### src/bcc_pkg.sv
// Constants and types shared by the bridge control command block.
package bcc_pkg;

   // -----------------------------------------------------------------
   // Command and pointer codes
   // -----------------------------------------------------------------
   localparam logic [7:0] CMD_DEVICE_RESET = 8'hf0;
   localparam logic [7:0] CMD_SET_POINTER  = 8'he1;
   localparam logic [7:0] CMD_WRITE_CONFIG = 8'hd2;
   localparam logic [7:0] PTR_CODE_STATUS  = 8'hf0;
   localparam logic [7:0] PTR_CODE_RDATA   = 8'he1;
   localparam logic [7:0] PTR_CODE_CONFIG  = 8'hc3;
   localparam logic [6:0] I2C_ADDRESS      = 7'h18;

   // -----------------------------------------------------------------
   // Status and configuration bit positions
   // -----------------------------------------------------------------
   localparam int ST_BUSY     = 0;
   localparam int ST_PRESENCE = 1;
   localparam int ST_SHORT    = 2;
   localparam int ST_LEVEL    = 3;
   localparam int ST_RST      = 4;
   localparam int ST_BITRES   = 5;
   localparam int ST_TRIPLET  = 6;
   localparam int ST_DIR      = 7;
   localparam int CF_ACTIVE   = 0;
   localparam int CF_PMASK    = 1;
   localparam int CF_STRONG   = 2;
   localparam int CF_SPD      = 3;
   localparam logic [7:0] STATUS_RESET   = 8'h10;
   localparam logic [7:0] STATUS_LINE_WR = 8'he7;
   localparam logic [3:0] CONFIG_RESET   = 4'h0;

   // -----------------------------------------------------------------
   // APB register offsets
   // -----------------------------------------------------------------
   localparam logic [7:0] REG_STATUS  = 8'h00;
   localparam logic [7:0] REG_CONFIG  = 8'h04;
   localparam logic [7:0] REG_POINTER = 8'h08;
   localparam logic [7:0] REG_LINE    = 8'h0c;
   localparam logic [7:0] REG_RDATA   = 8'h10;

   // -----------------------------------------------------------------
   // Timing
   // -----------------------------------------------------------------
   localparam int CLK_PERIOD_PS = 100000;
   localparam int ABORT_MAX_PS  = 262500;
   localparam int RESET_MAX_PS  = 525000;
   localparam int ABORT_CYC     = (ABORT_MAX_PS / CLK_PERIOD_PS < 1) ? 1
                                  : ABORT_MAX_PS / CLK_PERIOD_PS;
   localparam int RESET_CYC     = (RESET_MAX_PS / CLK_PERIOD_PS < 1) ? 1
                                  : RESET_MAX_PS / CLK_PERIOD_PS;
   // The abort may come ABORT_CYC cycles after the pin edge; its own cycle
   // and the hold must still fit inside the whole reset time.
   localparam logic [2:0] RESET_HOLD = 3'(RESET_CYC - ABORT_CYC - 1);

   typedef enum logic [3:0] {
      BCC_IDLE, BCC_ADDR, BCC_ADDR_ACK, BCC_WR, BCC_WR_ACK,
      BCC_RD, BCC_RD_ACK, BCC_IGNORE
   } bcc_state_type;

   typedef enum logic [1:0] {
      BCC_PTR_STATUS, BCC_PTR_RDATA, BCC_PTR_CONFIG
   } bcc_ptr_type;

endpackage : bcc_pkg

### src/bcc_bridge_ctrl.sv
// Host command interpreter of the two-wire to single-wire bridge.
//
// Added by the designer: the APB slave port and the placing of the registers.
`timescale 1ns/10ps
`default_nettype none

module bcc_bridge_ctrl (
   input  wire logic        clk_sys,
   input  wire logic        arst_n,
   input  wire logic        psel,
   input  wire logic        penable,
   input  wire logic        pwrite,
   input  wire logic [7:0]  paddr,
   input  wire logic [31:0] pwdata,
   output logic      [31:0] prdata,
   output logic             pready,
   output logic             pslverr,
   input  wire logic        scl_in,
   input  wire logic        sda_in,
   output logic             sda_out,
   output logic             sda_oe_n,
   input  wire logic        line_level_in,
   output logic             line_abort,
   output logic             reset_active,
   output logic             speed_select,
   output logic             active_pullup_enable,
   output logic             presence_mask_enable,
   output logic             strong_pullup_enable
);

   // -----------------------------------------------------------------
   // State record
   // -----------------------------------------------------------------
   // All flip-flops live in one record: the next-state process starts from a
   // copy of it, so any field that a branch leaves alone simply holds.
   typedef struct packed {
      logic                scl_m;
      logic                scl_s;
      logic                scl_p;
      logic                sda_m;
      logic                sda_s;
      logic                sda_p;
      logic                lvl_m;
      logic                lvl_s;
      bcc_pkg::bcc_state_type st;
      logic [3:0]          bitcnt;
      logic [7:0]          shreg;
      logic [7:0]          cmd;
      logic                byte_idx;
      logic                rw;
      logic                mack;
      logic                sda_drv;
      bcc_pkg::bcc_ptr_type ptr;
      logic [3:0]          cfg;
      logic [7:0]          status;
      logic [7:0]          rdata;
      logic [2:0]          rcnt;
      logic [31:0]         prdata;
   } bcc_regs_type;

   bcc_regs_type q;
   bcc_regs_type d;
   logic         scl_rise;
   logic         scl_fall;
   logic         start_cond;
   logic         stop_cond;
   logic         fire;
   logic         ack;
   logic         apb_hit;

   // Byte shown to the host for a given pointer position.
   // Configuration reads always show zero in the upper nibble.
   function automatic logic [7:0] rd_sel(input bcc_pkg::bcc_ptr_type p,
                                         input logic [7:0]           st,
                                         input logic [7:0]           rd,
                                         input logic [3:0]           cf);
      logic [7:0] v;
      v = st;
      case (p)
         bcc_pkg::BCC_PTR_STATUS: v = st;
         bcc_pkg::BCC_PTR_RDATA:  v = rd;
         bcc_pkg::BCC_PTR_CONFIG: v = {4'h0, cf};
         default:                 v = st;
      endcase
      return v;
   endfunction : rd_sel

   // -----------------------------------------------------------------
   // Pin events
   // -----------------------------------------------------------------
   // Edges are taken only from the second synchroniser stage and its delayed copy,
   // so a metastable first stage never reaches a decision.
   assign scl_rise   = q.scl_s & ~q.scl_p;
   assign scl_fall   = ~q.scl_s & q.scl_p;
   assign start_cond = q.scl_s & q.scl_p & q.sda_p & ~q.sda_s;
   assign stop_cond  = q.scl_s & q.scl_p & ~q.sda_p & q.sda_s;

   // Reset fires on the falling edge that ends the acknowledge of an F0h code.
   assign fire = (q.st == bcc_pkg::BCC_WR_ACK) && scl_fall && !q.byte_idx
                 && (q.cmd == bcc_pkg::CMD_DEVICE_RESET) && !start_cond
                 && !stop_cond;

   // -----------------------------------------------------------------
   // Acknowledge decision for the byte just shifted in
   // -----------------------------------------------------------------
   // The decision uses the byte as it stands after the eighth rising edge,
   // so the pull-down can start at the very next falling edge.
   always_comb begin
      ack = 1'b0;
      if (!q.byte_idx) begin
         case (q.shreg)
            bcc_pkg::CMD_DEVICE_RESET: ack = 1'b1;
            bcc_pkg::CMD_SET_POINTER:  ack = 1'b1;
            bcc_pkg::CMD_WRITE_CONFIG: ack = !q.status[bcc_pkg::ST_BUSY];
            default:                   ack = 1'b0;
         endcase
      end else if (q.cmd == bcc_pkg::CMD_SET_POINTER) begin
         ack = (q.shreg == bcc_pkg::PTR_CODE_STATUS) ||
               (q.shreg == bcc_pkg::PTR_CODE_RDATA)  ||
               (q.shreg == bcc_pkg::PTR_CODE_CONFIG);
      end else if (q.cmd == bcc_pkg::CMD_WRITE_CONFIG) begin
         ack = (q.shreg[7:4] == ~q.shreg[3:0]);
      end
   end

   // -----------------------------------------------------------------
   // APB decode
   // -----------------------------------------------------------------
   // The slave never inserts wait states; read data is captured in the
   // setup cycle so that prdata comes straight from a flip-flop.
   always_comb begin
      case (paddr)
         bcc_pkg::REG_STATUS,
         bcc_pkg::REG_CONFIG,
         bcc_pkg::REG_POINTER,
         bcc_pkg::REG_LINE,
         bcc_pkg::REG_RDATA:  apb_hit = 1'b1;
         default:             apb_hit = 1'b0;
      endcase
   end

   // Unmapped addresses answer at once but raise the error flag.
   assign pready  = 1'b1;
   assign pslverr = psel & penable & ~apb_hit;

   // -----------------------------------------------------------------
   // Next state
   // -----------------------------------------------------------------
   always_comb begin
      d = q;

      // Two-stage synchronisers and one delayed copy for edge finding.
      d.scl_m = scl_in;
      d.scl_s = q.scl_m;
      d.scl_p = q.scl_s;
      d.sda_m = sda_in;
      d.sda_s = q.sda_m;
      d.sda_p = q.sda_s;
      d.lvl_m = line_level_in;
      d.lvl_s = q.lvl_m;

      // Reset activity counts down from the hold loaded by a device reset.
      if (q.rcnt != 3'h0) begin
         d.rcnt = q.rcnt - 3'h1;
      end

      // APB read capture in the setup cycle.
      if (psel && !penable && !pwrite) begin
         case (paddr)
            bcc_pkg::REG_STATUS:  d.prdata = {24'h0, q.status};
            bcc_pkg::REG_CONFIG:  d.prdata = {28'h0, q.cfg};
            bcc_pkg::REG_POINTER: d.prdata = {30'h0, q.ptr};
            bcc_pkg::REG_LINE:    d.prdata = {24'h0, q.status & bcc_pkg::STATUS_LINE_WR};
            bcc_pkg::REG_RDATA:   d.prdata = {24'h0, q.rdata};
            default:              d.prdata = 32'h0;
         endcase
      end

      // APB writes: the single-wire engine side reports its results here.
      // Settings and the reset flag cannot be written over the register bus.
      if (psel && penable && pwrite) begin
         if (paddr == bcc_pkg::REG_LINE) begin
            d.status = (q.status & ~bcc_pkg::STATUS_LINE_WR)
                     | (pwdata[7:0] & bcc_pkg::STATUS_LINE_WR);
         end else if (paddr == bcc_pkg::REG_RDATA) begin
            d.rdata = pwdata[7:0];
         end
      end

      // Two-wire slave sequencing.
      case (q.st)
         bcc_pkg::BCC_IDLE: begin
            // Bus free: nothing is pulled and nothing is shifted.
            d.sda_drv = 1'b0;
         end
         bcc_pkg::BCC_ADDR: begin
            // Slave address and direction, most significant bit first.
            if (scl_rise) begin
               d.shreg  = {q.shreg[6:0], q.sda_s};
               d.bitcnt = q.bitcnt + 4'h1;
            end else if (scl_fall && q.bitcnt == 4'h8) begin
               if (q.shreg[7:1] == bcc_pkg::I2C_ADDRESS) begin
                  d.rw      = q.shreg[0];
                  d.sda_drv = 1'b1;
                  d.st      = bcc_pkg::BCC_ADDR_ACK;
               end else begin
                  d.st = bcc_pkg::BCC_IGNORE;
               end
            end
         end
         bcc_pkg::BCC_ADDR_ACK: begin
            // The line level is refreshed when a read addresses the status register.
            if (scl_rise && q.rw && q.ptr == bcc_pkg::BCC_PTR_STATUS) begin
               d.status[bcc_pkg::ST_LEVEL] = q.lvl_s;
            end else if (scl_fall) begin
               d.bitcnt   = 4'h0;
               d.byte_idx = 1'b0;
               if (q.rw) begin
                  d.shreg   = rd_sel(q.ptr, q.status, q.rdata, q.cfg);
                  d.sda_drv = ~d.shreg[7];
                  d.st      = bcc_pkg::BCC_RD;
               end else begin
                  d.sda_drv = 1'b0;
                  d.st      = bcc_pkg::BCC_WR;
               end
            end
         end
         bcc_pkg::BCC_WR: begin
            // Command code or parameter byte coming in from the host.
            if (scl_rise) begin
               d.shreg  = {q.shreg[6:0], q.sda_s};
               d.bitcnt = q.bitcnt + 4'h1;
            end else if (scl_fall && q.bitcnt == 4'h8) begin
               if (!q.byte_idx) begin
                  d.cmd = q.shreg;
               end
               // A refused byte is simply not pulled low and the rest is dropped.
               if (ack) begin
                  d.sda_drv = 1'b1;
                  d.st      = bcc_pkg::BCC_WR_ACK;
               end else begin
                  d.st = bcc_pkg::BCC_IGNORE;
               end
            end
         end
         bcc_pkg::BCC_WR_ACK: begin
            // The data line is held low for the whole acknowledge bit.
            if (scl_rise && q.byte_idx) begin
               if (q.cmd == bcc_pkg::CMD_SET_POINTER) begin
                  // Only the pointer moves; status and settings are left alone.
                  case (q.shreg)
                     bcc_pkg::PTR_CODE_RDATA:  d.ptr = bcc_pkg::BCC_PTR_RDATA;
                     bcc_pkg::PTR_CODE_CONFIG: d.ptr = bcc_pkg::BCC_PTR_CONFIG;
                     default:                  d.ptr = bcc_pkg::BCC_PTR_STATUS;
                  endcase
               end else begin
                  // Only a checked byte gets here, so all four settings move together.
                  d.cfg                     = q.shreg[3:0];
                  d.status[bcc_pkg::ST_RST] = 1'b0;
                  d.ptr                     = bcc_pkg::BCC_PTR_CONFIG;
               end
            end else if (scl_fall) begin
               d.sda_drv  = 1'b0;
               d.bitcnt   = 4'h0;
               d.byte_idx = 1'b1;
               if (!q.byte_idx && q.cmd != bcc_pkg::CMD_DEVICE_RESET) begin
                  d.st = bcc_pkg::BCC_WR;
               end else begin
                  d.st = bcc_pkg::BCC_IGNORE;
               end
            end
         end
         bcc_pkg::BCC_RD: begin
            // Bits go out after falling edges so they are settled before the rise.
            if (scl_fall) begin
               d.bitcnt = q.bitcnt + 4'h1;
               if (q.bitcnt == 4'h7) begin
                  d.sda_drv = 1'b0;
                  d.st      = bcc_pkg::BCC_RD_ACK;
               end else begin
                  d.shreg   = {q.shreg[6:0], 1'b0};
                  d.sda_drv = ~q.shreg[6];
               end
            end
         end
         bcc_pkg::BCC_RD_ACK: begin
            // The host's acknowledge decides whether another byte follows.
            if (scl_rise) begin
               d.mack = ~q.sda_s;
            end else if (scl_fall) begin
               d.bitcnt = 4'h0;
               if (q.mack) begin
                  // Further reads return the same register again.
                  d.shreg   = rd_sel(q.ptr, q.status, q.rdata, q.cfg);
                  d.sda_drv = ~d.shreg[7];
                  d.st      = bcc_pkg::BCC_RD;
               end else begin
                  d.st = bcc_pkg::BCC_IGNORE;
               end
            end
         end
         bcc_pkg::BCC_IGNORE: begin
            // Refused or finished transfer: wait quietly for a start or stop.
            d.sda_drv = 1'b0;
         end
         default: begin
            // Unreachable codes fall back to the idle state.
            d.sda_drv = 1'b0;
            d.st      = bcc_pkg::BCC_IDLE;
         end
      endcase

      // Start and stop override any byte in progress.
      if (start_cond) begin
         d.st       = bcc_pkg::BCC_ADDR;
         d.bitcnt   = 4'h0;
         d.byte_idx = 1'b0;
         d.sda_drv  = 1'b0;
      end else if (stop_cond) begin
         d.st      = bcc_pkg::BCC_IDLE;
         d.sda_drv = 1'b0;
      end

      // Device reset is applied last so that it wins over a same-cycle APB write.
      // The line level flag follows the pin, not the logic, so a reset keeps it.
      if (fire) begin
         d.status                    = 8'h00;
         d.status[bcc_pkg::ST_LEVEL] = q.status[bcc_pkg::ST_LEVEL];
         d.status[bcc_pkg::ST_RST]   = 1'b1;
         d.cfg                       = bcc_pkg::CONFIG_RESET;
         d.ptr                       = bcc_pkg::BCC_PTR_STATUS;
         d.rcnt                      = bcc_pkg::RESET_HOLD;
      end
   end

   // -----------------------------------------------------------------
   // State register
   // -----------------------------------------------------------------
   // Clock and data synchroniser stages reset to the idle-high bus level, so that no false
   // edge, start or stop is seen as reset is released.
   always_ff @(posedge clk_sys or negedge arst_n) begin
      if (!arst_n) begin
         q        <= '0;
         q.scl_m  <= 1'b1;
         q.scl_s  <= 1'b1;
         q.scl_p  <= 1'b1;
         q.sda_m  <= 1'b1;
         q.sda_s  <= 1'b1;
         q.sda_p  <= 1'b1;
         q.st     <= bcc_pkg::BCC_IDLE;
         q.ptr    <= bcc_pkg::BCC_PTR_STATUS;
         q.cfg    <= bcc_pkg::CONFIG_RESET;
         q.status <= bcc_pkg::STATUS_RESET; // Power-on counts as a reset.
      end else begin
         q <= d;
      end
   end

   // -----------------------------------------------------------------
   // Outputs
   // -----------------------------------------------------------------
   // The abort pulse is taken straight from the edge decision: waiting one
   // more register stage would eat most of the allowed abort latency.
   assign line_abort           = fire;
   assign reset_active         = fire | (q.rcnt != 3'h0);
   assign prdata               = q.prdata;
   assign sda_out              = 1'b0;                      // Open drain: only ever pulls low.
   assign sda_oe_n             = ~q.sda_drv;
   // Settings leave the block straight from their flip-flops.
   assign speed_select         = q.cfg[bcc_pkg::CF_SPD];
   assign active_pullup_enable = q.cfg[bcc_pkg::CF_ACTIVE];
   assign presence_mask_enable = q.cfg[bcc_pkg::CF_PMASK];
   assign strong_pullup_enable = q.cfg[bcc_pkg::CF_STRONG];

endmodule : bcc_bridge_ctrl

`default_nettype wire

### config.mk
export PLATFORM = sky130hd
export DESIGN_NAME = bcc_bridge_ctrl
export DESIGN_NICKNAME = d
export VERILOG_FILES = /design/src/bcc_pkg.sv /design/src/bcc_bridge_ctrl.sv
export SDC_FILE = /design/constraint.sdc
export NUM_CORES = 1
export LEC_CHECK = 0
export BUFFER_PORTS_ARGS = -buffer_cell sky130_fd_sc_hd__buf_2
export CAP_MARGIN = 0
export CELL_PAD_IN_SITES_DETAIL_PLACEMENT = 1
export CELL_PAD_IN_SITES_GLOBAL_PLACEMENT = 1
export CORE_MARGIN = 8
export CORE_UTILIZATION = 39
export CTS_BUF_LIST = sky130_fd_sc_hd__clkbuf_4 sky130_fd_sc_hd__clkbuf_8
export DETAILED_ROUTE_END_ITERATION = 16
export PLACE_DENSITY_LB_ADDON = 0.25
export RECOVER_POWER = 25
export SLEW_MARGIN = 20
export SYNTH_ARGS = -nofsm -noshare
export SYNTH_HDL_FRONTEND = slang
export SYNTH_SLANG_ARGS = --single-unit
### constraint.sdc
create_clock -name clk_sys -period 2 [get_ports clk_sys]
set_input_delay 0.4 -clock clk_sys [delete_from_list [all_inputs] [get_ports clk_sys]]
set_output_delay 0.4 -clock clk_sys [all_outputs]
set_load 0.005 [all_outputs]
# Word-level counts from Yosys, hierarchy flattened
# Index checks and enable logic that the tools add are counted.
# totals
ff_bits	93
# op_classes
n_addsub	2
n_eq_ne	59
muxes	83
bitwise	24
reduce_logical	50
# ops
operator	n
8-bit two-way mux	16
16-bit two-way mux	6
4-bit != test (second input constant)	15
8-bit equality test (second input constant)	7
8-bit case mux with 5 select lines	1
4-bit two-way mux	9
8-bit case mux with 4 select lines	1
1-bit two-way mux	31
4-bit case mux with 7 select lines	1
3-bit != test (second input constant)	7
4-bit by 3-bit equality test with 1-bit output (second input constant)	5
4-bit case mux with 5 select lines	1
2-bit != test (second input constant)	9
8-bit by 4-bit equality test with 1-bit output (second input constant)	2
8-bit case mux with 2 select lines	1
3-bit two-way mux	5
1-bit logical AND	14
14-bit two-way mux	1
14-bit AND reduction	1
13-bit AND reduction	1
12-bit two-way mux	1
6-bit two-way mux	2
1-bit inverter	12
10-bit AND reduction	1
other kinds (38)	68

# Depth between registers and ports, before layout
# Gate-level depths: netlist (run 1).
# depth
word_depth	13
mapped_depth	8

# Worst setup path before layout (run 1)
# No wires, ideal clock.
# synth_path
kind	input to register
startpoint	input port paddr[1]
endpoint	register q[35] in the netlist's numbering
setup_time_ns	0.125
arrival_time_ns	2.040
path_slack_ns	-0.166
path_stages	7
path_cell_list	or4_4 nor4_4 and2_1 buf_4 and4_4 buf_12 mux2_4
# synth_between
elab_chain_cells	3
# synth_lines
item	line_no	rtl
start, declared	bcc_bridge_ctrl.sv:13	input wire logic [7:0] paddr,
8-bit by 4-bit equality test with 1-bit output	bcc_bridge_ctrl.sv:182	if (paddr == bcc_pkg::REG_LINE) begin
1-bit inverter (no line)	-	
3-bit AND reduction (no line) (*)	-	
end, declared	bcc_bridge_ctrl.sv:61	bcc_regs_type q;
# Mark *: on every way between the ends. The rest lies on a longest branch, timed or not.
# A chain may end at the register's enable or synchronous reset.

# Worst setup path after layout (run 1)
# layout_path
startpoint	register q[63] in the netlist's numbering
endpoint	output port reset_active
# layout_between
elab_chain_cells	5
# layout_lines
item	line_no	rtl
8-bit equality test	bcc_bridge_ctrl.sv:100	&& (q.cmd == bcc_pkg::CMD_DEVICE_RESET) && !start_cond
1-bit logical AND (2 in series)	bcc_bridge_ctrl.sv:100	
1-bit logical AND	bcc_bridge_ctrl.sv:101	&& !stop_cond;
1-bit OR	bcc_bridge_ctrl.sv:365	assign reset_active = fire | (q.rcnt != 3'h0);
end, declared	bcc_bridge_ctrl.sv:24	output logic reset_active,
# No other way between the ends.

==> flow_summary.yaml, run 1 <==
clock_network:
  clk-insertion-delay-late_ps: 340
  numCtsBuffers: 9
  cts_root_buf: "clkbuf_8"
  path_clk_slew_ps: 80
  htree_levels: 3
  clkSinkCount: 68
  clk_path_buf_depth: 2
  cts_tree: "yes"
setup_path:
  path_cells: "nand4bb_4 -> nor3b_4 -> nand4_1 -> nor3_2 -> buf_4 -> nand2b_1 -> buf_2"
  timing.rr.start: "q[90]$_DFF_PN1_"
  cp-end-kind: "output port"
  start_kind: "flip-flop"
  path_max_fanout: 4
  reg2reg_depth: 6
  regToRegSetupSlack_ps: -130
  cp.arrival_ps: 1900
  max_stage_delay_ps: 380
  crit_type: "reg2out"
  timing.rr.end: "q[83]$_DFFE_PN0P_"
  crit_required_ps: 1600
  cpMaxStageDelayCell: "dfrtp_1"
logic_synthesis:
  synth_top_area_share_pct: 37.4
  synth-edff-count: 0
  synth.area.top_cells: "dfrtp_1, buf_4, mux2_2"
  yosysWarnings: 0
  synth_ff_type: "dfrtp_1"
  synth.avg_cell_area_um2: 9.76
  yosysSeqAreaShare_pct: 41.9
  yosysUniqueCellTypes: 67
  async_reset_ff_share_pct: 100
  synth_area_leader_cell: "dfrtp_1"
  synthesis.instances: 418
  ys_ff_latch: 68
  syn_area_um2: 4080
die:
  dieHeight_um: 118
  fp.coreArea_um2: 10200
  die_area_um2: 14000
  initial_utilization_pct: 39.9
  boundaryPins: 90
  die-width_um: 118
  row_count: 37
detailed_routing:
  drc_errors: 0
  vias: 3381
  ant_nets: 0
  drt_pre_antenna_iters: 4
  routedWlPerCell_um: 18.1
  drtIter0Drc: 149
  routed_wl_mm: 11.6
  viasPerCell: 5.24
place:
  port-buffer-count: 39
  placed_cell_area_um2: 4610
  place_congestion: 0.879
  hpwl_mm: 8.58
timing:
  worst_pin_slew_ps: 1690
  finalHoldViolCount: 0
  finalSetupViolations: 7
  slew_headroom_pct: -12.7
  fmax_ghz: 0.435
  slew_violations: 69
  fin_ws_ps: -301
  fin_crit_ps: 2300
  clock_skew_ps: 8.75
  finalCritPeriodShare_pct: 115
  hold_ws_ps: 152
  grt_setup_unrepaired: "yes"
cells_and_area:
  n_fill_cell: 1184
  nNetsFinal: 559
  antenna_cells: 0
  final_cell_mix: "buf_4, dfrtp_1, nand2_1"
  fin_area_um2: 5080
  synthToLayoutAreaGrowth_pct: 24.6
  layout-drive-gt1-share_pct: 38.5
  final_common_cell: "buf_4"
  fin_util_pct: 49.7
pwr:
  power.leakage_nw: 2.39
  p_sw_share_pct: 38.1
  power.density_nw_per_um2: 1140
  p_clk_share_pct: 22.0
  pwr-share-seq_pct: 31.5
  internal_power_w: 0.00358
  p_switching_w: 0.00220
  peakVddDrop_mv: 0.452
  pwr-share-comb_pct: 46.5
global_routing:
  first_global_vias: 3710
  grt-ovfl-total: 0
  track_usage_pct: 16.9
  antenna_found_initial: 0
  grt_pass1_wl_mm: 19.3
  grt_max_degree: 69
status:
  outcome: "finished with violations"
  failed_checks: "max-capacitance violations, max-slew violations, negative setup slack"
worst_hold_path:
  hold_path_end: "d[91]$_DFF_PN1_"
  hold_path.class: "in2reg"
  hold_path_depth: 1
  hp-start: "scl_in"
flow_run:
  maxCapViolCount: 1
==> repair_timing <==
| item | 4_1_cts | 5_1_grt |
|---|---|---|
| pin swaps | 9 | 7 |
| hold endpoints to repair | 0 | 0 |
| resized for setup | 20 | 16 |
| setup endpoints to repair | 14 | 18 |
| hold buffers | 0 | 0 |
| buffers inserted | 13 | 2 |
==> cell families after synthesis <==
kind of cell               share of synthesized area (%)
and+or+nand+nor                                     17.6
AOI/OAI and AO/OA                                   14.6
DFF                                                 41.9
buffers and inverters                               10.1
muxes                                               12.2
adders and majority gates                           2.15
xor gates and xnor gates                            1.29
other                                              0.184
==> cells in the mapped netlist, drive strengths merged (2+ instances only) <==
cell and count:
nand4bb 2, a21oi 14, ha 7, nand3b 2, inv 12, nor4 5
mux2i 12, xnor2 5, clkbuf 14, or4 2, conb 2, a311oi 2
or3b 2, a222oi 3, and2 3, mux2 31, o311ai 2, dfstp 7
nand4 4, o22ai 4, a31oi 5, a22oi 9, o21ai 32, nand2 42
nor3 7, a2bb2oi 3, dfrtp 61, nor2 29, nor4b 2, a22o 2
nand2b 10, nor2b 7, a21o 4, o211ai 2, nor3b 2, buf 42
nand3 7
==> critical path, delay by kind of cell, from the launching register on <==
family	cells	cell delay, ps
simple gates	5	910
flops	1	380
buf+inv	2	280
==> worst max path at each step <==
stage | startpoint | endpoint | slack, ps | cells past startpoint
5_1_grt | q[63]$_DFFE_PN0P_ | reset_active | -390 | 7
3_5_place_dp | paddr[1] | q[35]$_DFFE_PN0P_ | -210 | 6
6_report | q[63]$_DFFE_PN0P_ | reset_active | -300 | 7
3_3_place_gp | paddr[1] | q[42]$_DFFE_PN0P_ | -180 | 6
4_1_cts | q[63]$_DFFE_PN0P_ | reset_active | -250 | 7
2_1_floorplan | paddr[1] | q[35]$_DFFE_PN0P_ | -160 | 7
==> sequential cells by signal, summed over array words and instances (netlist names) <==
register and cells:
q 51, prdata 8, d 5, active_pullup_enable 1
presence_mask_enable 1, speed_select 1, strong_pullup_enable 1
==> power by group through the flow <==
stage | combinational (W) | clock [W] | sequential (W)
after floorplan | 0.00151 | 0 | 0.00175
after global placement | 0.00231 | 0 | 0.00182
after detailed placement | 0.00237 | 0 | 0.00182
after CTS | 0.00258 | 0.00130 | 0.00181
after global routing | 0.00293 | 0.00136 | 0.00185
final | 0.00269 | 0.00127 | 0.00182
==> metal layers <==
layer  global-route usage [%]  up-vias  routed length (um)
li1                         -     1597                   -
met1                     21.2     1701                5330
met2                     29.0       70                5690
met3                     2.52       13                 488
met4                     5.84        0                 143
met5                        0        -                   0
==> metrics by stage <==
stage               power, W  TNS (ps)  setup slack, ps  cells
floorplan            0.00326     -1300             -162    442
global placement     0.00412     -2990             -180    618
detailed placement   0.00419     -3710             -207    618
CTS                  0.00569      -708             -254    645
global route         0.00614     -1270             -386    645
finish               0.00578      -796             -301    645
==> layout make-up <==
| type | count | area, um^2 | share of cell area [%] |
|---|---|---|---|
| clock buffers | 10 | 131 | 2.59 |
| clock inverters | 6 | 88.8 | 1.75 |
| inverters | 12 | 45.0 | 0.886 |
| multi-input cells | 306 | 2220 | 43.6 |
| flip-flops and latches | 68 | 1710 | 33.7 |
| well taps | 136 | 170 | 3.35 |
| repair buffers | 107 | 717 | 14.1 |
Power figures use the tool's default switching activity.
==> run 2: changes to the inputs <==
--- a/config.mk
+++ b/config.mk
@@ -5,7 +5,7 @@
 export SDC_FILE = /design/constraint.sdc
 export NUM_CORES = 1
 export LEC_CHECK = 0
-export BUFFER_PORTS_ARGS = -buffer_cell sky130_fd_sc_hd__buf_2
+export BUFFER_PORTS_ARGS = -buffer_cell sky130_fd_sc_hd__buf_4
 export CAP_MARGIN = 0
 export CELL_PAD_IN_SITES_DETAIL_PLACEMENT = 1
 export CELL_PAD_IN_SITES_GLOBAL_PLACEMENT = 1
==> run 2 against run 1 <==
Critical path type unchanged. Non-clock buffer count increased by 7. Core utilization increased by 1.8 points. The flow finishes with violations (negative setup slack). Largest cell class unchanged. Clock skew decreased by 1.3 ps. Maximum frequency shrank 1.2%. Largest power group unchanged.
==> flow_summary.yaml, run 2 (same netlist as run 1, synthesis figures left out) <==
pwr:
  power.density_nw_per_um2: 1070
  peakVddDrop_mv: 0.454
  power.leakage_nw: 2.45
  total_power_w: 0.00561
die:
  initial_utilization_pct: 39.9
  fp.coreArea_um2: 10200
  dieHeight_um: 118
  die_area_um2: 14000
  boundaryPins: 90
  row_count: 37
  die-width_um: 118
detailed_routing:
  routed_wl_mm: 12.0
  drtIter0Drc: 194
  dr_wl_met2_mm: 5.88
  drt_pre_antenna_iters: 4
  drc_errors: 0
  routedWlPerCell_um: 18.4
  vias: 3443
  wl_met3_um: 551
  ant_nets: 0
  top_layer: "met4"
  viasPerCell: 5.28
  met1_length_mm: 5.42
timing:
  fin_ws_ps: -330
  slew_violations: 0
  finalSetupViolations: 11
  worst_pin_slew_ps: 964
  grt_setup_unrepaired: "yes"
  finalHoldViolCount: 0
  fmax_ghz: 0.429
  finalCritPeriodShare_pct: 116
  clock_skew_ps: 7.45
  slew_headroom_pct: 35.8
  fin_crit_ps: 2330
clock_network:
  clkSinkCount: 68
  postCtsHoldBufs: 0
  cts_root_buf: "clkbuf_8"
  cts_tree: "yes"
  numCtsBuffers: 9
  path_clk_slew_ps: 80
  htree_levels: 3
  clk_path_buf_depth: 2
  clk-insertion-delay-late_ps: 350
cells_and_area:
  antenna_cells: 0
  final_cell_mix: "buf_4, dfrtp_1, nand2_1"
  instances_no_fill: 652
  largest_reg_flops: 51
  multi_input_area_um2: 2230
  largest-register: "q"
  nNetsFinal: 566
  n_fill_cell: 1179
  synthToLayoutAreaGrowth_pct: 29.1
  final_common_cell: "buf_4"
  regArea_um2: 1710
  layout-drive-gt1-share_pct: 39.1
place:
  hpwl_mm: 8.79
  dp.cells: 618
  port-buffer-count: 39
  place_congestion: 0.902
setup_path:
  cp.arrival_ps: 1930
  reg2reg_depth: 6
  start_kind: "flip-flop"
  crit_type: "reg2out"
  regToRegSetupSlack_ps: -270
  timing.rr.end: "q[82]$_DFFE_PN0P_"
  timing.rr.start: "q[90]$_DFF_PN1_"
  cp-end-kind: "output port"
  path_max_fanout: 3
  crit_required_ps: 1600
global_routing:
  first_global_vias: 3666
  grt-ovfl-total: 0
  antenna_found_initial: 0
  track_usage_pct: 17.4
  grt_max_degree: 36
  grt_pass1_wl_mm: 19.7
status:
  failed_checks: "negative setup slack"
  outcome: "finished with violations"
worst_hold_path:
  hold_path_depth: 1
  hold_path_end: "d[91]$_DFF_PN1_"
  hp-start: "scl_in"
  hold_path.class: "in2reg"
flow_run:
  maxCapViolCount: 0
==> run 2: cell count changes in the layout (fill, tap and decap cells not counted), moves of 3 or more <==
cell      delta
mux2_4       -3
o21ai_1      +5
clkbuf_4     +5
buf_2       -38
o21ai_0      -5
buf_4       +34
buf_6        +6
clkbuf_8     +3
nand2b_4     +4
mux2_1       +3
==> run 2: power breakdown <==
part	switching (W)	total (W)	leakage (nW)	internal, W
logic	0.00137	0.00267	1.45	0.00130
clock network	0.000515	0.00111	0.104	0.000593
registers	0.000239	0.00183	0.894	0.00159
==> run 2: per-layer routing <==
layer / track usage, % / up-vias
met5: 0 / -
met4: 6.00 / 0
met3: 2.90 / 10
met2: 28.5 / 70
met1: 22.8 / 1747
li1: - / 1616
==> run 2: worst max path at each step <==
stage / end / depth (start not counted) / from / slack (ps)
after floorplan: q[35]$_DFFE_PN0P_ / 7 / paddr[1] / -160
after global placement: q[35]$_DFFE_PN0P_ / 6 / paddr[1] / -190
after detailed placement: q[82]$_DFFE_PN0P_ / 6 / q[90]$_DFF_PN1_ / -240
after CTS: reset_active / 7 / q[64]$_DFFE_PN0P_ / -270
after global routing: reset_active / 7 / q[64]$_DFFE_PN0P_ / -460
final: reset_active / 7 / q[64]$_DFFE_PN0P_ / -330
==> run 2: layout make-up <==
type	instances	share of cell area [%]
Clock buffer	15	3.57
Tap cell	136	3.23
Sequential cell	68	32.5
Multi-Input combinational cell	306	42.5
Timing Repair Buffer	114	17.2
Clock inverter	1	0.0951
Inverter	12	0.856
==> run 2: critical path, cell delays in order, from the launching register on <==
cell and delay (ps):
dfrtp_1 380, nand4bb_4 250, nor3b_4 230, nand4_1 180
nor3_2 160, buf_4 170, nand2b_4 120, buf_6 90
==> run 2: repair_timing <==
item,4_1_cts,5_1_grt
setup endpoints to repair,15,40
pin swaps,12,12
buffers inserted,14,8
gates resized for setup,29,21
==> run 2: metrics by stage <==
stage | setup WS (ps) | area, um^2 | TNS (ps) | hold slack, ps | util [%]
floorplan | -162 | 4180 | -1300 | 104 | -
global placement | -187 | 4710 | -3430 | 337 | 46.0
detailed placement | -243 | 4710 | -4480 | 348 | 46.0
CTS | -272 | 5140 | -1230 | 10.3 | 50.2
global route | -459 | 5260 | -3980 | 137 | 51.4
finish | -330 | 5260 | -2220 | 158 | 51.4
